===== src/core/crr_pkg.sv =====
// Constants, types and helpers for the CAN register reporting block
// Operation
// - Frames follow CAN 2.0 framing but remote frames are never sent and received ones are ignored.
// - The link runs at a fixed 500 kbit/s on both ends.
// - Every frame uses the base format with an 11-bit identifier, never an extended one.
// - Each sent frame carries 1 to 8 data bytes, chosen from the size of its register.
// - Each reported register is sent under the CAN identifier configured for it.
// - A configuration table selects up to 64 registers for reporting.
// - A bulk entry sends a whole set of related measurements as a series of frames.
// - Configured command frames request connect or disconnect, alarm clearing, or heartbeat update.
// - The payload length of a register follows its variable type both ways.
// - A signed 32-bit register takes exactly four payload bytes.
// - A heartbeat not refreshed within the watchdog period raises a stack fault and opens contactors.
// - An alarm clear leaves set any latched alarm whose condition is still present.
// - The generic alarm clear clears faults only and leaves warnings latched; the clear command also clears warnings when bit 1 of its value is set.
package crr_pkg;

  localparam int ID_W         = 11;
  localparam int REG_AW       = 8;
  localparam int SLOT_AW      = 6;
  localparam int SLOT_NUM     = 64;
  localparam int ALARM_NUM    = 8;
  localparam int DATA_W       = 64;
  localparam int CAN_KBPS     = 500;
  localparam int REF_CLK_KHZ  = 25000;
  localparam int BIT_CYCLES   = REF_CLK_KHZ / CAN_KBPS;
  localparam int CMD_EN_CONN  = 0;
  localparam int CMD_EN_CLR   = 1;
  localparam int CMD_EN_HB    = 2;
  localparam int CLR_FAULT_B  = 0;
  localparam int CLR_WARN_B   = 1;
  localparam logic [15:0] CONN_CLOSE_VAL = 16'h0001;
  localparam logic [3:0]  CMD_DLC        = 4'h2;
  localparam logic [3:0]  DLC_MIN        = 4'h1;
  localparam logic [3:0]  DLC_MAX        = 4'h8;
  localparam logic [7:0]  BIT_DIV_RST    = 8'(BIT_CYCLES);
  localparam logic [31:0] WD_CNT_RST     = 32'h0;

  typedef enum logic [2:0] {
    VT_U8, VT_I8, VT_U16, VT_I16, VT_U32, VT_I32, VT_F32, VT_U64
  } crr_vtype_type;

  typedef enum logic [1:0] {ST_IDLE, ST_SCAN, ST_FETCH, ST_SEND} crr_state_type;

  // Payload bytes of a variable type
  function automatic logic [3:0] crr_size(input crr_vtype_type vt);
    case (vt)
      VT_U8, VT_I8:          crr_size = 4'h1;
      VT_U16, VT_I16:        crr_size = 4'h2;
      VT_U32, VT_I32, VT_F32: crr_size = 4'h4;
      default:               crr_size = 4'h8;
    endcase
  endfunction

  // Keep only the payload bytes of a value
  function automatic logic [DATA_W-1:0] crr_mask(input logic [DATA_W-1:0] v,
                                                 input crr_vtype_type     vt);
    logic [DATA_W-1:0] m;
    m = '0;
    for (int i = 0; i < 8; i++) begin
      if (i < int'(crr_size(vt))) begin
        m[i*8 +: 8] = 8'hFF;
      end
    end
    crr_mask = v & m;
  endfunction

endpackage


===== src/core/crr_can_report.sv =====
// CAN register reporting and command handling
`timescale 1ns/1ps
module crr_can_report
  import crr_pkg::*;
#(
  parameter int SLOTS = SLOT_NUM,
  parameter int NALM  = ALARM_NUM
) (
  // Clock and reset
  input  wire logic                 ref_clk,
  input  wire logic                 resetn,
  // Report table load
  input  wire logic                 cfg_we,
  input  wire logic [SLOT_AW-1:0]   cfg_slot,
  input  wire logic                 cfg_en,
  input  wire logic [REG_AW-1:0]    cfg_reg,
  input  wire logic [ID_W-1:0]      cfg_id,
  input  wire crr_vtype_type        cfg_vtype,
  input  wire logic [SLOT_AW-1:0]   cfg_cnt,
  // Command identifiers
  input  wire logic [ID_W-1:0]      cmd_conn_id,
  input  wire logic [ID_W-1:0]      cmd_clr_id,
  input  wire logic [ID_W-1:0]      cmd_hb_id,
  input  wire logic [2:0]           cmd_en,
  // Heartbeat watchdog
  input  wire logic                 wd_en,
  input  wire logic [31:0]          wd_cycles,
  // Register source
  input  wire logic                 report_tick,
  output logic [REG_AW-1:0]         reg_addr_q,
  input  wire logic [DATA_W-1:0]    reg_data,
  // Transmit frame
  output logic                      tx_valid_q,
  output logic [ID_W-1:0]           tx_id_q,
  output logic                      tx_ide_q,
  output logic                      tx_rtr_q,
  output logic [3:0]                tx_dlc_q,
  output logic [DATA_W-1:0]         tx_data_q,
  input  wire logic                 tx_ready,
  // Receive frame
  input  wire logic                 rx_valid,
  input  wire logic [ID_W-1:0]      rx_id,
  input  wire logic                 rx_ide,
  input  wire logic                 rx_rtr,
  input  wire logic [3:0]           rx_dlc,
  input  wire logic [DATA_W-1:0]    rx_data,
  // Alarms and contactors
  input  wire logic [NALM-1:0]      fault_cond,
  input  wire logic [NALM-1:0]      warn_cond,
  output logic [NALM-1:0]           fault_latch_q,
  output logic [NALM-1:0]           warn_latch_q,
  output logic                      stack_fault_q,
  output logic                      contactor_close_q,
  output logic [15:0]               hb_last_q,
  output logic [7:0]                bit_div_q,
  output logic                      busy_q
);

  if (SLOTS < 1 || SLOTS > SLOT_NUM) begin : g_bad_slots
    $error("SLOTS must lie between 1 and 64");
  end
  if (NALM < 1) begin : g_bad_nalm
    $error("NALM must be at least 1");
  end

  logic                slot_en_q   [SLOTS];
  logic [REG_AW-1:0]   slot_reg_q  [SLOTS];
  logic [ID_W-1:0]     slot_id_q   [SLOTS];
  crr_vtype_type       slot_vt_q   [SLOTS];
  logic [SLOT_AW-1:0]  slot_cnt_q  [SLOTS];

  crr_state_type       state_q;
  logic [SLOT_AW-1:0]  slot_q;
  logic [SLOT_AW-1:0]  sub_q;
  logic                last_slot;
  logic                conn_stb;
  logic                conn_close;
  logic                clr_fault;
  logic                clr_warn;
  logic                hb_stb;
  logic [15:0]         hb_val;
  logic                conn_q;
  logic [31:0]         wd_cnt_q;
  logic                wd_expired;

  assign last_slot  = slot_q == SLOT_AW'(SLOTS - 1);
  assign wd_expired = wd_en && wd_cnt_q >= wd_cycles;

  crr_cmd_decode u_cmd (
    .ref_clk      (ref_clk),
    .resetn       (resetn),
    .rx_valid     (rx_valid),
    .rx_id        (rx_id),
    .rx_ide       (rx_ide),
    .rx_rtr       (rx_rtr),
    .rx_dlc       (rx_dlc),
    .rx_data      (rx_data),
    .cmd_conn_id  (cmd_conn_id),
    .cmd_clr_id   (cmd_clr_id),
    .cmd_hb_id    (cmd_hb_id),
    .cmd_en       (cmd_en),
    .conn_stb_q   (conn_stb),
    .conn_close_q (conn_close),
    .clr_fault_q  (clr_fault),
    .clr_warn_q   (clr_warn),
    .hb_stb_q     (hb_stb),
    .hb_val_q     (hb_val)
  );

  // Report table enables
  always_ff @(posedge ref_clk or negedge resetn) begin
    if (!resetn) begin
      for (int i = 0; i < SLOTS; i++) begin
        slot_en_q[i] <= 1'b0;
      end
    end else if (cfg_we && int'(cfg_slot) < SLOTS) begin
      slot_en_q[cfg_slot] <= cfg_en;
    end
  end

  // Report table contents
  always_ff @(posedge ref_clk) begin
    if (cfg_we && int'(cfg_slot) < SLOTS) begin
      slot_reg_q[cfg_slot] <= cfg_reg;
      slot_id_q[cfg_slot]  <= cfg_id;
      slot_vt_q[cfg_slot]  <= cfg_vtype;
      slot_cnt_q[cfg_slot] <= cfg_cnt;
    end
  end

  // Report sequencer and transmit frame
  always_ff @(posedge ref_clk or negedge resetn) begin
    if (!resetn) begin
      state_q    <= ST_IDLE;
      slot_q     <= '0;
      sub_q      <= '0;
      reg_addr_q <= '0;
      tx_valid_q <= 1'b0;
      tx_id_q    <= '0;
      tx_ide_q   <= 1'b0;
      tx_rtr_q   <= 1'b0;
      tx_dlc_q   <= DLC_MIN;
      tx_data_q  <= '0;
      busy_q     <= 1'b0;
    end else begin
      tx_ide_q <= 1'b0;
      tx_rtr_q <= 1'b0;
      case (state_q)
        ST_IDLE: begin
          if (report_tick) begin
            slot_q  <= '0;
            sub_q   <= '0;
            busy_q  <= 1'b1;
            state_q <= ST_SCAN;
          end
        end
        ST_SCAN: begin
          if (slot_en_q[slot_q]) begin
            reg_addr_q <= slot_reg_q[slot_q] + REG_AW'(sub_q);
            state_q    <= ST_FETCH;
          end else if (last_slot) begin
            busy_q  <= 1'b0;
            state_q <= ST_IDLE;
          end else begin
            slot_q <= slot_q + 1'b1;
          end
        end
        ST_FETCH: begin
          tx_valid_q <= 1'b1;
          tx_id_q    <= slot_id_q[slot_q] + ID_W'(sub_q);
          tx_dlc_q   <= crr_size(slot_vt_q[slot_q]);
          tx_data_q  <= crr_mask(reg_data, slot_vt_q[slot_q]);
          state_q    <= ST_SEND;
        end
        ST_SEND: begin
          if (tx_ready) begin
            tx_valid_q <= 1'b0;
            if (sub_q != slot_cnt_q[slot_q]) begin
              sub_q   <= sub_q + 1'b1;
              state_q <= ST_SCAN;
            end else if (last_slot) begin
              sub_q   <= '0;
              busy_q  <= 1'b0;
              state_q <= ST_IDLE;
            end else begin
              sub_q   <= '0;
              slot_q  <= slot_q + 1'b1;
              state_q <= ST_SCAN;
            end
          end
        end
        default: state_q <= ST_IDLE;
      endcase
    end
  end

  // Bit-time divider for the link
  always_ff @(posedge ref_clk or negedge resetn) begin
    if (!resetn) begin
      bit_div_q <= BIT_DIV_RST;
    end else begin
      bit_div_q <= BIT_DIV_RST;
    end
  end

  // Heartbeat watchdog
  always_ff @(posedge ref_clk or negedge resetn) begin
    if (!resetn) begin
      wd_cnt_q  <= WD_CNT_RST;
      hb_last_q <= 16'h0000;
    end else begin
      if (hb_stb) begin
        hb_last_q <= hb_val;
      end
      if (!wd_en || hb_stb) begin
        wd_cnt_q <= WD_CNT_RST;
      end else if (!wd_expired) begin
        wd_cnt_q <= wd_cnt_q + 32'h1;
      end
    end
  end

  // Stack fault and contactor command
  always_ff @(posedge ref_clk or negedge resetn) begin
    if (!resetn) begin
      stack_fault_q     <= 1'b0;
      conn_q            <= 1'b0;
      contactor_close_q <= 1'b0;
    end else begin
      if (wd_expired) begin
        stack_fault_q <= 1'b1;
      end else if (clr_fault) begin
        stack_fault_q <= 1'b0;
      end
      if (wd_expired) begin
        conn_q <= 1'b0;
      end else if (conn_stb) begin
        conn_q <= conn_close;
      end
      contactor_close_q <= conn_q && !stack_fault_q && !wd_expired;
    end
  end

  // Latched alarms
  always_ff @(posedge ref_clk or negedge resetn) begin
    if (!resetn) begin
      fault_latch_q <= '0;
      warn_latch_q  <= '0;
    end else begin
      fault_latch_q <= clr_fault ? fault_cond : (fault_latch_q | fault_cond);
      warn_latch_q  <= clr_warn ? warn_cond : (warn_latch_q | warn_cond);
    end
  end

  frame_form_a: assert property (@(posedge ref_clk) disable iff (!resetn)
    tx_valid_q |-> !tx_rtr_q && !tx_ide_q && tx_dlc_q >= DLC_MIN && tx_dlc_q <= DLC_MAX)
    else $error("transmitted frame has an illegal format");

  tx_hold_a: assert property (@(posedge ref_clk) disable iff (!resetn)
    tx_valid_q && !tx_ready |=> tx_valid_q && $stable(tx_id_q) && $stable(tx_data_q))
    else $error("frame changed before it was taken");

  tx_id_map_a: assert property (@(posedge ref_clk) disable iff (!resetn)
    tx_valid_q |-> tx_id_q == slot_id_q[slot_q] + ID_W'(sub_q))
    else $error("frame identifier differs from the configured one");

  dlc_type_a: assert property (@(posedge ref_clk) disable iff (!resetn)
    tx_valid_q |-> tx_dlc_q == crr_size(slot_vt_q[slot_q]))
    else $error("payload length does not follow the register type");

  int32_len_a: assert property (@(posedge ref_clk) disable iff (!resetn)
    tx_valid_q && slot_vt_q[slot_q] == VT_I32 |-> tx_dlc_q == 4'h4)
    else $error("signed 32-bit register not sent as four bytes");

  bulk_next_a: assert property (@(posedge ref_clk) disable iff (!resetn)
    tx_valid_q && tx_ready && sub_q != slot_cnt_q[slot_q]
    |=> state_q == ST_SCAN ##1 state_q == ST_FETCH ##1 tx_valid_q)
    else $error("bulk set did not continue with its next frame");

  wd_fault_a: assert property (@(posedge ref_clk) disable iff (!resetn)
    wd_expired |=> stack_fault_q ##1 !contactor_close_q)
    else $error("watchdog expiry did not fault and open contactors");

  alarm_keep_a: assert property (@(posedge ref_clk) disable iff (!resetn)
    clr_fault |=> (fault_latch_q & $past(fault_cond)) == $past(fault_cond))
    else $error("fault cleared while its condition was present");

  warn_keep_a: assert property (@(posedge ref_clk) disable iff (!resetn)
    clr_fault && !clr_warn |=> (warn_latch_q & $past(warn_latch_q)) == $past(warn_latch_q))
    else $error("fault clear dropped a latched warning");

  warn_reload_a: assert property (@(posedge ref_clk) disable iff (!resetn)
    clr_warn |=> (warn_latch_q & $past(warn_cond)) == $past(warn_cond))
    else $error("warning cleared while its condition was present");

  stack_open_a: assert property (@(posedge ref_clk) disable iff (!resetn)
    stack_fault_q |=> !contactor_close_q)
    else $error("contactors closed during a stack fault");

  wd_refresh_a: assert property (@(posedge ref_clk) disable iff (!resetn)
    hb_stb |=> wd_cnt_q == WD_CNT_RST)
    else $error("heartbeat did not restart the watchdog");

  round_end_a: assert property (@(posedge ref_clk) disable iff (!resetn)
    state_q == ST_IDLE |-> !busy_q && !tx_valid_q)
    else $error("idle sequencer still busy or sending");

endmodule


===== src/core/crr_cmd_decode.sv =====
// Decoder of incoming command frames
`timescale 1ns/1ps
module crr_cmd_decode
  import crr_pkg::*;
(
  // Clock and reset
  input  wire logic              ref_clk,
  input  wire logic              resetn,
  // Received frame
  input  wire logic              rx_valid,
  input  wire logic [ID_W-1:0]   rx_id,
  input  wire logic              rx_ide,
  input  wire logic              rx_rtr,
  input  wire logic [3:0]        rx_dlc,
  input  wire logic [DATA_W-1:0] rx_data,
  // Command identifiers
  input  wire logic [ID_W-1:0]   cmd_conn_id,
  input  wire logic [ID_W-1:0]   cmd_clr_id,
  input  wire logic [ID_W-1:0]   cmd_hb_id,
  input  wire logic [2:0]        cmd_en,
  // Decoded commands
  output logic                   conn_stb_q,
  output logic                   conn_close_q,
  output logic                   clr_fault_q,
  output logic                   clr_warn_q,
  output logic                   hb_stb_q,
  output logic [15:0]            hb_val_q
);

  logic        frame_ok;
  logic [15:0] val;

  assign frame_ok = rx_valid && !rx_ide && !rx_rtr && rx_dlc == CMD_DLC;
  assign val      = rx_data[15:0];

  // One-cycle command strobes
  always_ff @(posedge ref_clk or negedge resetn) begin
    if (!resetn) begin
      conn_stb_q   <= 1'b0;
      conn_close_q <= 1'b0;
      clr_fault_q  <= 1'b0;
      clr_warn_q   <= 1'b0;
      hb_stb_q     <= 1'b0;
      hb_val_q     <= 16'h0000;
    end else begin
      conn_stb_q  <= frame_ok && cmd_en[CMD_EN_CONN] && rx_id == cmd_conn_id;
      clr_fault_q <= frame_ok && cmd_en[CMD_EN_CLR] && rx_id == cmd_clr_id && val[CLR_FAULT_B];
      clr_warn_q  <= frame_ok && cmd_en[CMD_EN_CLR] && rx_id == cmd_clr_id && val[CLR_WARN_B];
      hb_stb_q    <= frame_ok && cmd_en[CMD_EN_HB] && rx_id == cmd_hb_id;
      if (frame_ok && rx_id == cmd_conn_id) begin
        conn_close_q <= val == CONN_CLOSE_VAL;
      end
      if (frame_ok && rx_id == cmd_hb_id) begin
        hb_val_q <= val;
      end
    end
  end

  bad_frame_a: assert property (@(posedge ref_clk) disable iff (!resetn)
    rx_valid && (rx_rtr || rx_ide || rx_dlc != CMD_DLC)
    |=> !(conn_stb_q || clr_fault_q || clr_warn_q || hb_stb_q))
    else $error("malformed frame produced a command");

  unknown_id_a: assert property (@(posedge ref_clk) disable iff (!resetn)
    rx_valid && rx_id != cmd_conn_id && rx_id != cmd_clr_id && rx_id != cmd_hb_id
    |=> !(conn_stb_q || clr_fault_q || clr_warn_q || hb_stb_q))
    else $error("unconfigured identifier produced a command");

endmodule


===== config.mk =====
export PLATFORM = sky130hd
export DESIGN_NAME = crr_can_report
export DESIGN_NICKNAME = d
export VERILOG_FILES = /design/src/core/crr_pkg.sv /design/src/core/crr_can_report.sv /design/src/core/crr_cmd_decode.sv
export SDC_FILE = /design/constraint.sdc
export NUM_CORES = 2
export LEC_CHECK = 0
export ABC_AREA = 1
export BUFFER_PORTS_ARGS = -buffer_cell sky130_fd_sc_hd__buf_2
export CORE_MARGIN = 2
export CORE_UTILIZATION = 46
export CTS_CLUSTER_DIAMETER = 100
export DETAILED_ROUTE_END_ITERATION = 7
export PLACE_DENSITY = 0.73
export SKIP_CTS_REPAIR_TIMING = 1
export SLEW_MARGIN = 20
export SYNTH_ARGS = -nofsm -noshare
export SYNTH_HDL_FRONTEND = slang
export SYNTH_HIERARCHICAL = 1
export SYNTH_SLANG_ARGS = --single-unit
export TNS_END_PERCENT = 30

===== constraint.sdc =====
create_clock -name ref_clk -period 3.95 [get_ports ref_clk]
set_clock_uncertainty 0.05 [all_clocks]
set_input_delay 0.5925 -clock ref_clk [delete_from_list [all_inputs] [get_ports ref_clk]]
set_output_delay 0.5925 -clock ref_clk [all_outputs]
set_load 0.05 [all_outputs]

* After elaboration in Yosys (flattened, before gate mapping)
Memories as Yosys holds them, arrays and structs flattened.
Index checks and enable logic that the tools add are counted.
** Storage, ports and cells
- Flip-flop bits (word level) :: 255
- RAM bits :: 1792
- Bits of input ports :: 271
- Output and inout port bits :: 133
- Memories :: 4
** Memories
- slot_id_q :: depth 64, width 11, rd ports 1, clocked after Yosys merged registers in 0, write ports 1, RTL line crr_can_report.sv:68 : logic [ID_W-1:0] slot_id_q [SLOTS];
- slot_reg_q :: depth 64, width 8, rd ports 1, clocked after Yosys merged registers in 0, write ports 1, RTL line crr_can_report.sv:67 : logic [REG_AW-1:0] slot_reg_q [SLOTS];
- slot_cnt_q :: depth 64, width 6, rd ports 1, clocked after Yosys merged registers in 0, write ports 1, RTL line crr_can_report.sv:70 : logic [SLOT_AW-1:0] slot_cnt_q [SLOTS];
- slot_vt_q :: depth 64, width 3, rd ports 1, clocked after Yosys merged registers in 0, write ports 1, RTL line crr_can_report.sv:69 : crr_vtype_type slot_vt_q [SLOTS];
** Cells by class
- Add/sub/neg operators :: 5
- $lt $le $gt $ge :: 12
- Equal/unequal tests :: 22
- Muxes and demuxes :: 58
- Bitwise gates (word level) :: 5
- Reduce and logical (&&, ||, !) cells :: 38
** Operators by type and width (number)
- 8-bit two-way mux :: 18
- 64-bit AND :: 1
- 64-bit bitwise mux :: 1
- 32-bit two-way mux :: 2
- 6-bit two-way mux :: 7
- 11-bit equality test :: 3
- 32-bit by 1-bit adder with 32-bit output, second input constant :: 1
- 32-bit greater-or-equal comparator :: 1
- 6-bit one-hot mux with 3 select lines :: 1
- 1-bit logical AND :: 17
- 1-bit two-way mux :: 17
- 16-bit by 1-bit equality test with 1-bit output, second input constant :: 1
- 3-bit by 4-bit < comparator with 1-bit output, first input constant :: 4
- 8-bit OR :: 2
- 7-bit greater-or-equal comparator, second input constant :: 2
- 6-bit NOT with 7-bit output :: 2
- 6-bit by 1-bit adder with 6-bit output, second input constant :: 2
- 4-bit one-hot mux with 3 select lines :: 1
- 6-bit one-hot mux with 2 select lines :: 1
- 11-bit by 6-bit adder with 11-bit output :: 1
- 3-bit equality test, second input constant :: 3
- 8-bit by 6-bit adder with 8-bit output :: 1
- 1-bit by 4-bit < comparator with 1-bit output, first input constant :: 2
- 2-bit by 4-bit < comparator with 1-bit output, first input constant :: 2
- 29 further kinds :: 47

* Logic depth before layout (Yosys ltp)
An unclocked memory read counts as a cell.
- Depth in word-level cells :: 9
- Depth in mapped cells :: 29
- Depth with buffers taken out :: 22

* Cells and area by module
The synthesis kept the hierarchy.
** Modules (own cells, without submodules)
- crr_can_report :: times used 1, cells each 6854, area each 83154.8 µm²
- crr_cmd_decode :: times used 1, cells each 217, area each 1478.9 µm²

* Worst setup path after synthesis
No wires, ideal clock.
- Path kind :: register -> register
- Start point :: register slot_q[0]
- End point :: register tx_id_q[10]
- Setup time :: 0.118 ns
- Arrival time :: 3.409 ns
- Data required time :: 3.782 ns
- Slack :: 0.373 ns
- Stages on the path, launching flop included :: 27
- Path buffers :: 7
- Cell sequence :: dfrtp_1 buf_6 buf_6 buf_4 buf_4 buf_4 buf_2 buf_2 nor2_1 o221ai_1 nand3_1 nand4_1 nand3_1 nand3_1 ha_1 fa_1 inv_1 o31ai_1 and2_1 o21ai_0 nand2_1 nand2_1 nor2_2 nand3_1 nand2_1 nand3_1 nand2_1
** On the way
- Cells in the longest elaborated chain, start to end :: 2
** RTL lines
- start, declared :: RTL line crr_can_report.sv:73 : logic [SLOT_AW-1:0] slot_q;
- start signal, assigned :: RTL line crr_can_report.sv:165 : slot_q <= slot_q + 1'b1;
- start signal, assigned :: RTL line crr_can_report.sv:187 : slot_q <= slot_q + 1'b1;
- memory 64 x 11 bit
- 11-bit by 6-bit adder with 11-bit output :: RTL line crr_can_report.sv:170 : tx_id_q <= slot_id_q[slot_q] + ID_W'(sub_q);
- end signal, assigned :: RTL line crr_can_report.sv:170
- end, declared :: RTL line crr_can_report.sv:34 : output logic [ID_W-1:0] tx_id_q,
No other way between the ends.
A chain may end at the register's enable or synchronous reset.

* Worst setup path after layout
- Start point :: register slot_q[0]
- End point :: register reg_addr_q[7]
** On the way
- Cells in the longest elaborated chain, start to end :: 5
- Elaborated cells between the ends (all ways) :: 7
- Those cells by class :: 1 x add/sub; 3 x mux; 1 x bitwise; 1 x reduce/logical; 1 x memory
** RTL lines
- branches (longest 5 deep; another with memory 64 x 8 bit)
- end signal, assigned :: RTL line crr_can_report.sv:159 : reg_addr_q <= slot_reg_q[slot_q] + REG_AW'(sub_q);
- end, declared :: RTL line crr_can_report.sv:30 : output logic [REG_AW-1:0] reg_addr_q,
Parallel ways; which one is timed is not known. The select of a mux whose other input is x is not followed.

==> metrics.md <==
| Metric | Value |
|---|---|
| Leak Pwr | 36.1 nW |
| Remaining global-route overflow | 0 |
| Die width | 433 µm |
| Number of synthesized flops with an enable pin | 1792 |
| Ys async rst share | 0.125 |
| CP max FO | 36 |
| Clock sinks | 2047 |
| Vias | 60.2k |
| Synth cell types | 66 |
| Reg2Reg Capture Point | reg_addr_q[7] |
| Setup CP Type | flop to flop |
| Synth Instances | 7071 |
| Slew margin rel. | 0.239 |
| Area of the multi-input gates | 21300 µm² |
| Initial antenna violation count | 20 |
| Yosys top cell area share | 0.636 |
| Placed cell count | 9790 |
| Vias in the first global route | 57.0k |
| Routed WL | 254 mm |
| CTS Buf Count | 195 |
| Fill count | 14.4k |
| Initial core utilization | 0.463 |
| Biggest area consumer among synthesized cells | edfxtp_1 |
| Initial drt markers | 7808 |
| Hold Path Cell Cnt | 3 |
| Hold path endpoint | u_cmd/hb_val_q[9] |
| Most frequent cell after synthesis | edfxtp_1 |
| Pre-CTS WS | -33.1 ps |
| Worst-path clk slew | 60 ps |
| Ports | 404 |
| Die area | 187000 µm² |
| Layout cell share with drive strength beyond 1 | 0.144 |
| Pin count of the biggest net entering global routing | 121 |
| Critical Path RT | 4650 ps |
| Area grow syn2layout | 16.2% |
| Post-synth design cell area | 84600 µm² |
| GRT Total Usage | 0.261 |
| Row cnt | 157 |
| Power Dens Cells | 622 nW/µm² |
| Worst setup EP type | flop |
| Antenna Nets Post-Route | 0 |
| Failing checks | negative hold slack |
| Synth top area cells | edfxtp_1 64%, dfrtp_1 7.5%, nand2_1 5.0%, nor2_1 4.6%, o21ai_0 4.2% |
| CTS tree | built |
| Final non-filler cell total | 10.3k |
| Max cap viols | 0 |
| Status | finished, violations left |
| FF/Latch Area | 60200 µm² |
| Hold Crit Start | rx_data[9] |
| Drt pass-1 iters | 6 |
| Top post-synthesis cells by count | 1792 x edfxtp_1, 1129 x nand2_1, 1040 x nor2_1 |
| Final min period | 3890 ps |
| Synth Warn # | 6 |
| Clock buffer depth | 3 |
| Worst vdd ir | 0.600 mV |
| Synthesized flop and latch total | 2047 |
| Worst reg2reg setup slack | 60 ps |
| Core Area | 183000 µm² |
| First-pass GRT wire length | 361 mm |
| R2R cell count | 19 |
| Top_reg_cell synth | edfxtp_1 |
| Final Max Slew Viols | 0 |
| DR WL/cell | 24.8 µm |
| Hold Vio Cnt, Final | 1 |
| HPWL Detailed | 151 mm |
| PortBufs | 345 |
| RePlAce Congestion | 0.940 |
| Syn avg cell area | 12.0 µm² |
| Setup-failing EPs final | 0 |
| WHS | -1.03 ps |
| Slew @ Worst Pin | 1140 ps |
| Fin util | 0.538 |
| Final period utilization | 0.985 |
| Arrival time at the worst endpoint | 4590 ps |
| H-tree levels | 4 |
| Drc violations | 0 |
| Vias/cell | 5.87 |
| Startpoint Class | flop |
| Achievable Freq | 257 MHz |
| Clock latency on the worst-skew pair | 870 ps |
| Sequential-to-total area share from yosys stat | 0.711 |
| Setup TNS | 0 ps |
| Final WS setup | 60.8 ps |
| Clock root buffer | clkbuf_16 |
| Final nets | 7947 |
| Worst hold-check path type | input pin to flop |
| Die Y-Extent | 433 µm |
| R2R Path Start | slot_q[0] |
## per-stage QoR
step                      power, mW  cell area [µm²]
after global routing           63.5            98400
after detailed placement       41.9            90600
final                          61.1            98400
after floorplan                36.3            84700
after CTS                      60.5            97000
after global placement         41.4            90600
## sequential cells by signal (all words and copies together), names as in the netlist, 8 cells and up, named ones only
register	cells
fault_latch_q	8
hb_last_q	16
reg_addr_q	8
slot_cnt_q	384
slot_en_q	64
slot_id_q	704
slot_reg_q	512
slot_vt_q	192
tx_data_q	64
tx_id_q	11
u_cmd/hb_val_q	16
warn_latch_q	8
wd_cnt_q	32
## worst max-delay path, cell delays in order (launching register included)
cell and delay (ps):
dfrtp_4 520, buf_12 170, buf_16 170, buf_12 180
o21ai_1 160, o22ai_1 90, o211ai_1 350, a31oi_1 210
buf_4 180, a221o_1 290, ha_1 330, nand2_1 60
nor2_1 110, a211oi_2 70, o21ai_2 190, a21oi_1 80
nand3b_1 170, or2_0 220, nand3_2 90, nand2_1 50
## routing by layer
metal,global-route usage,part of all wire
met5,0,0.00041
met4,0.158,0.066
met3,0.0538,0.11
met2,0.419,0.47
met1,0.325,0.36
## logic make-up after synthesis
kind of cell    Yosys count  share of synthesized area
compound gates         1473                      0.102
xor+xnor                 52                    0.00538
fa+ha+maj                49                    0.00742
buf+inv                 764                     0.0442
flops                  2047                      0.711
mux                      18                    0.00238
other cells               2                  0.0000887
simple gates           2666                      0.128
## cells in the final DEF (no fill, tap or decap), types with 65 or more instances in the layout
cell / synthesis / final
a21oi_1: 201 / 201
buf_2: 170 / 338
buf_4: 81 / 302
clkbuf_16: 0 / 203
dfrtp_1: 254 / 251
dlygate4sd3_1: 0 / 86
edfxtp_1: 1792 / 1792
inv_1: 311 / 307
nand2_1: 1129 / 1127
nand3_1: 369 / 365
nor2_1: 1040 / 974
nor2_4: 2 / 66
o21ai_0: 715 / 710
o21ai_1: 61 / 65
o221ai_1: 115 / 115
o22ai_1: 194 / 194
## area by class of cell
| cell class | instances | area share |
|---|---|---|
| Sequential cell | 2047 | 0.612 |
| Multi-Input combinational cell | 4268 | 0.217 |
| Timing Repair Buffer | 785 | 0.0613 |
| Clock buffer | 268 | 0.0552 |
| Tap cell | 2464 | 0.0313 |
| Inverter | 328 | 0.0131 |
| Clock inverter | 90 | 0.00997 |
| Timing Repair inverter | 2 | 0.000229 |
| Antenna cell | 8 | 0.000204 |
## report_power, final
part | switching, mW | total (mW) | internal (mW)
logic | 12.3 | 17.6 | 5.28
registers | 0.517 | 24.8 | 24.2
clock network | 8.16 | 18.8 | 10.6
total | 21.0 | 61.1 | 40.2
## how the worst max path moves through the flow
stage              start             to  slack, ps  depth (start not counted)
2_1_floorplan  slot_q[0]    tx_id_q[10]        370                         26
3_3_place_gp   slot_q[0]  reg_addr_q[5]        -20                         16
3_5_place_dp   slot_q[0]  reg_addr_q[5]        -30                         16
4_1_cts        slot_q[0]  reg_addr_q[5]        -70                         16
5_1_grt        slot_q[0]  reg_addr_q[6]        -30                         15
6_report       slot_q[0]  reg_addr_q[7]         60                         19
Power figures use the tool's default switching activity.
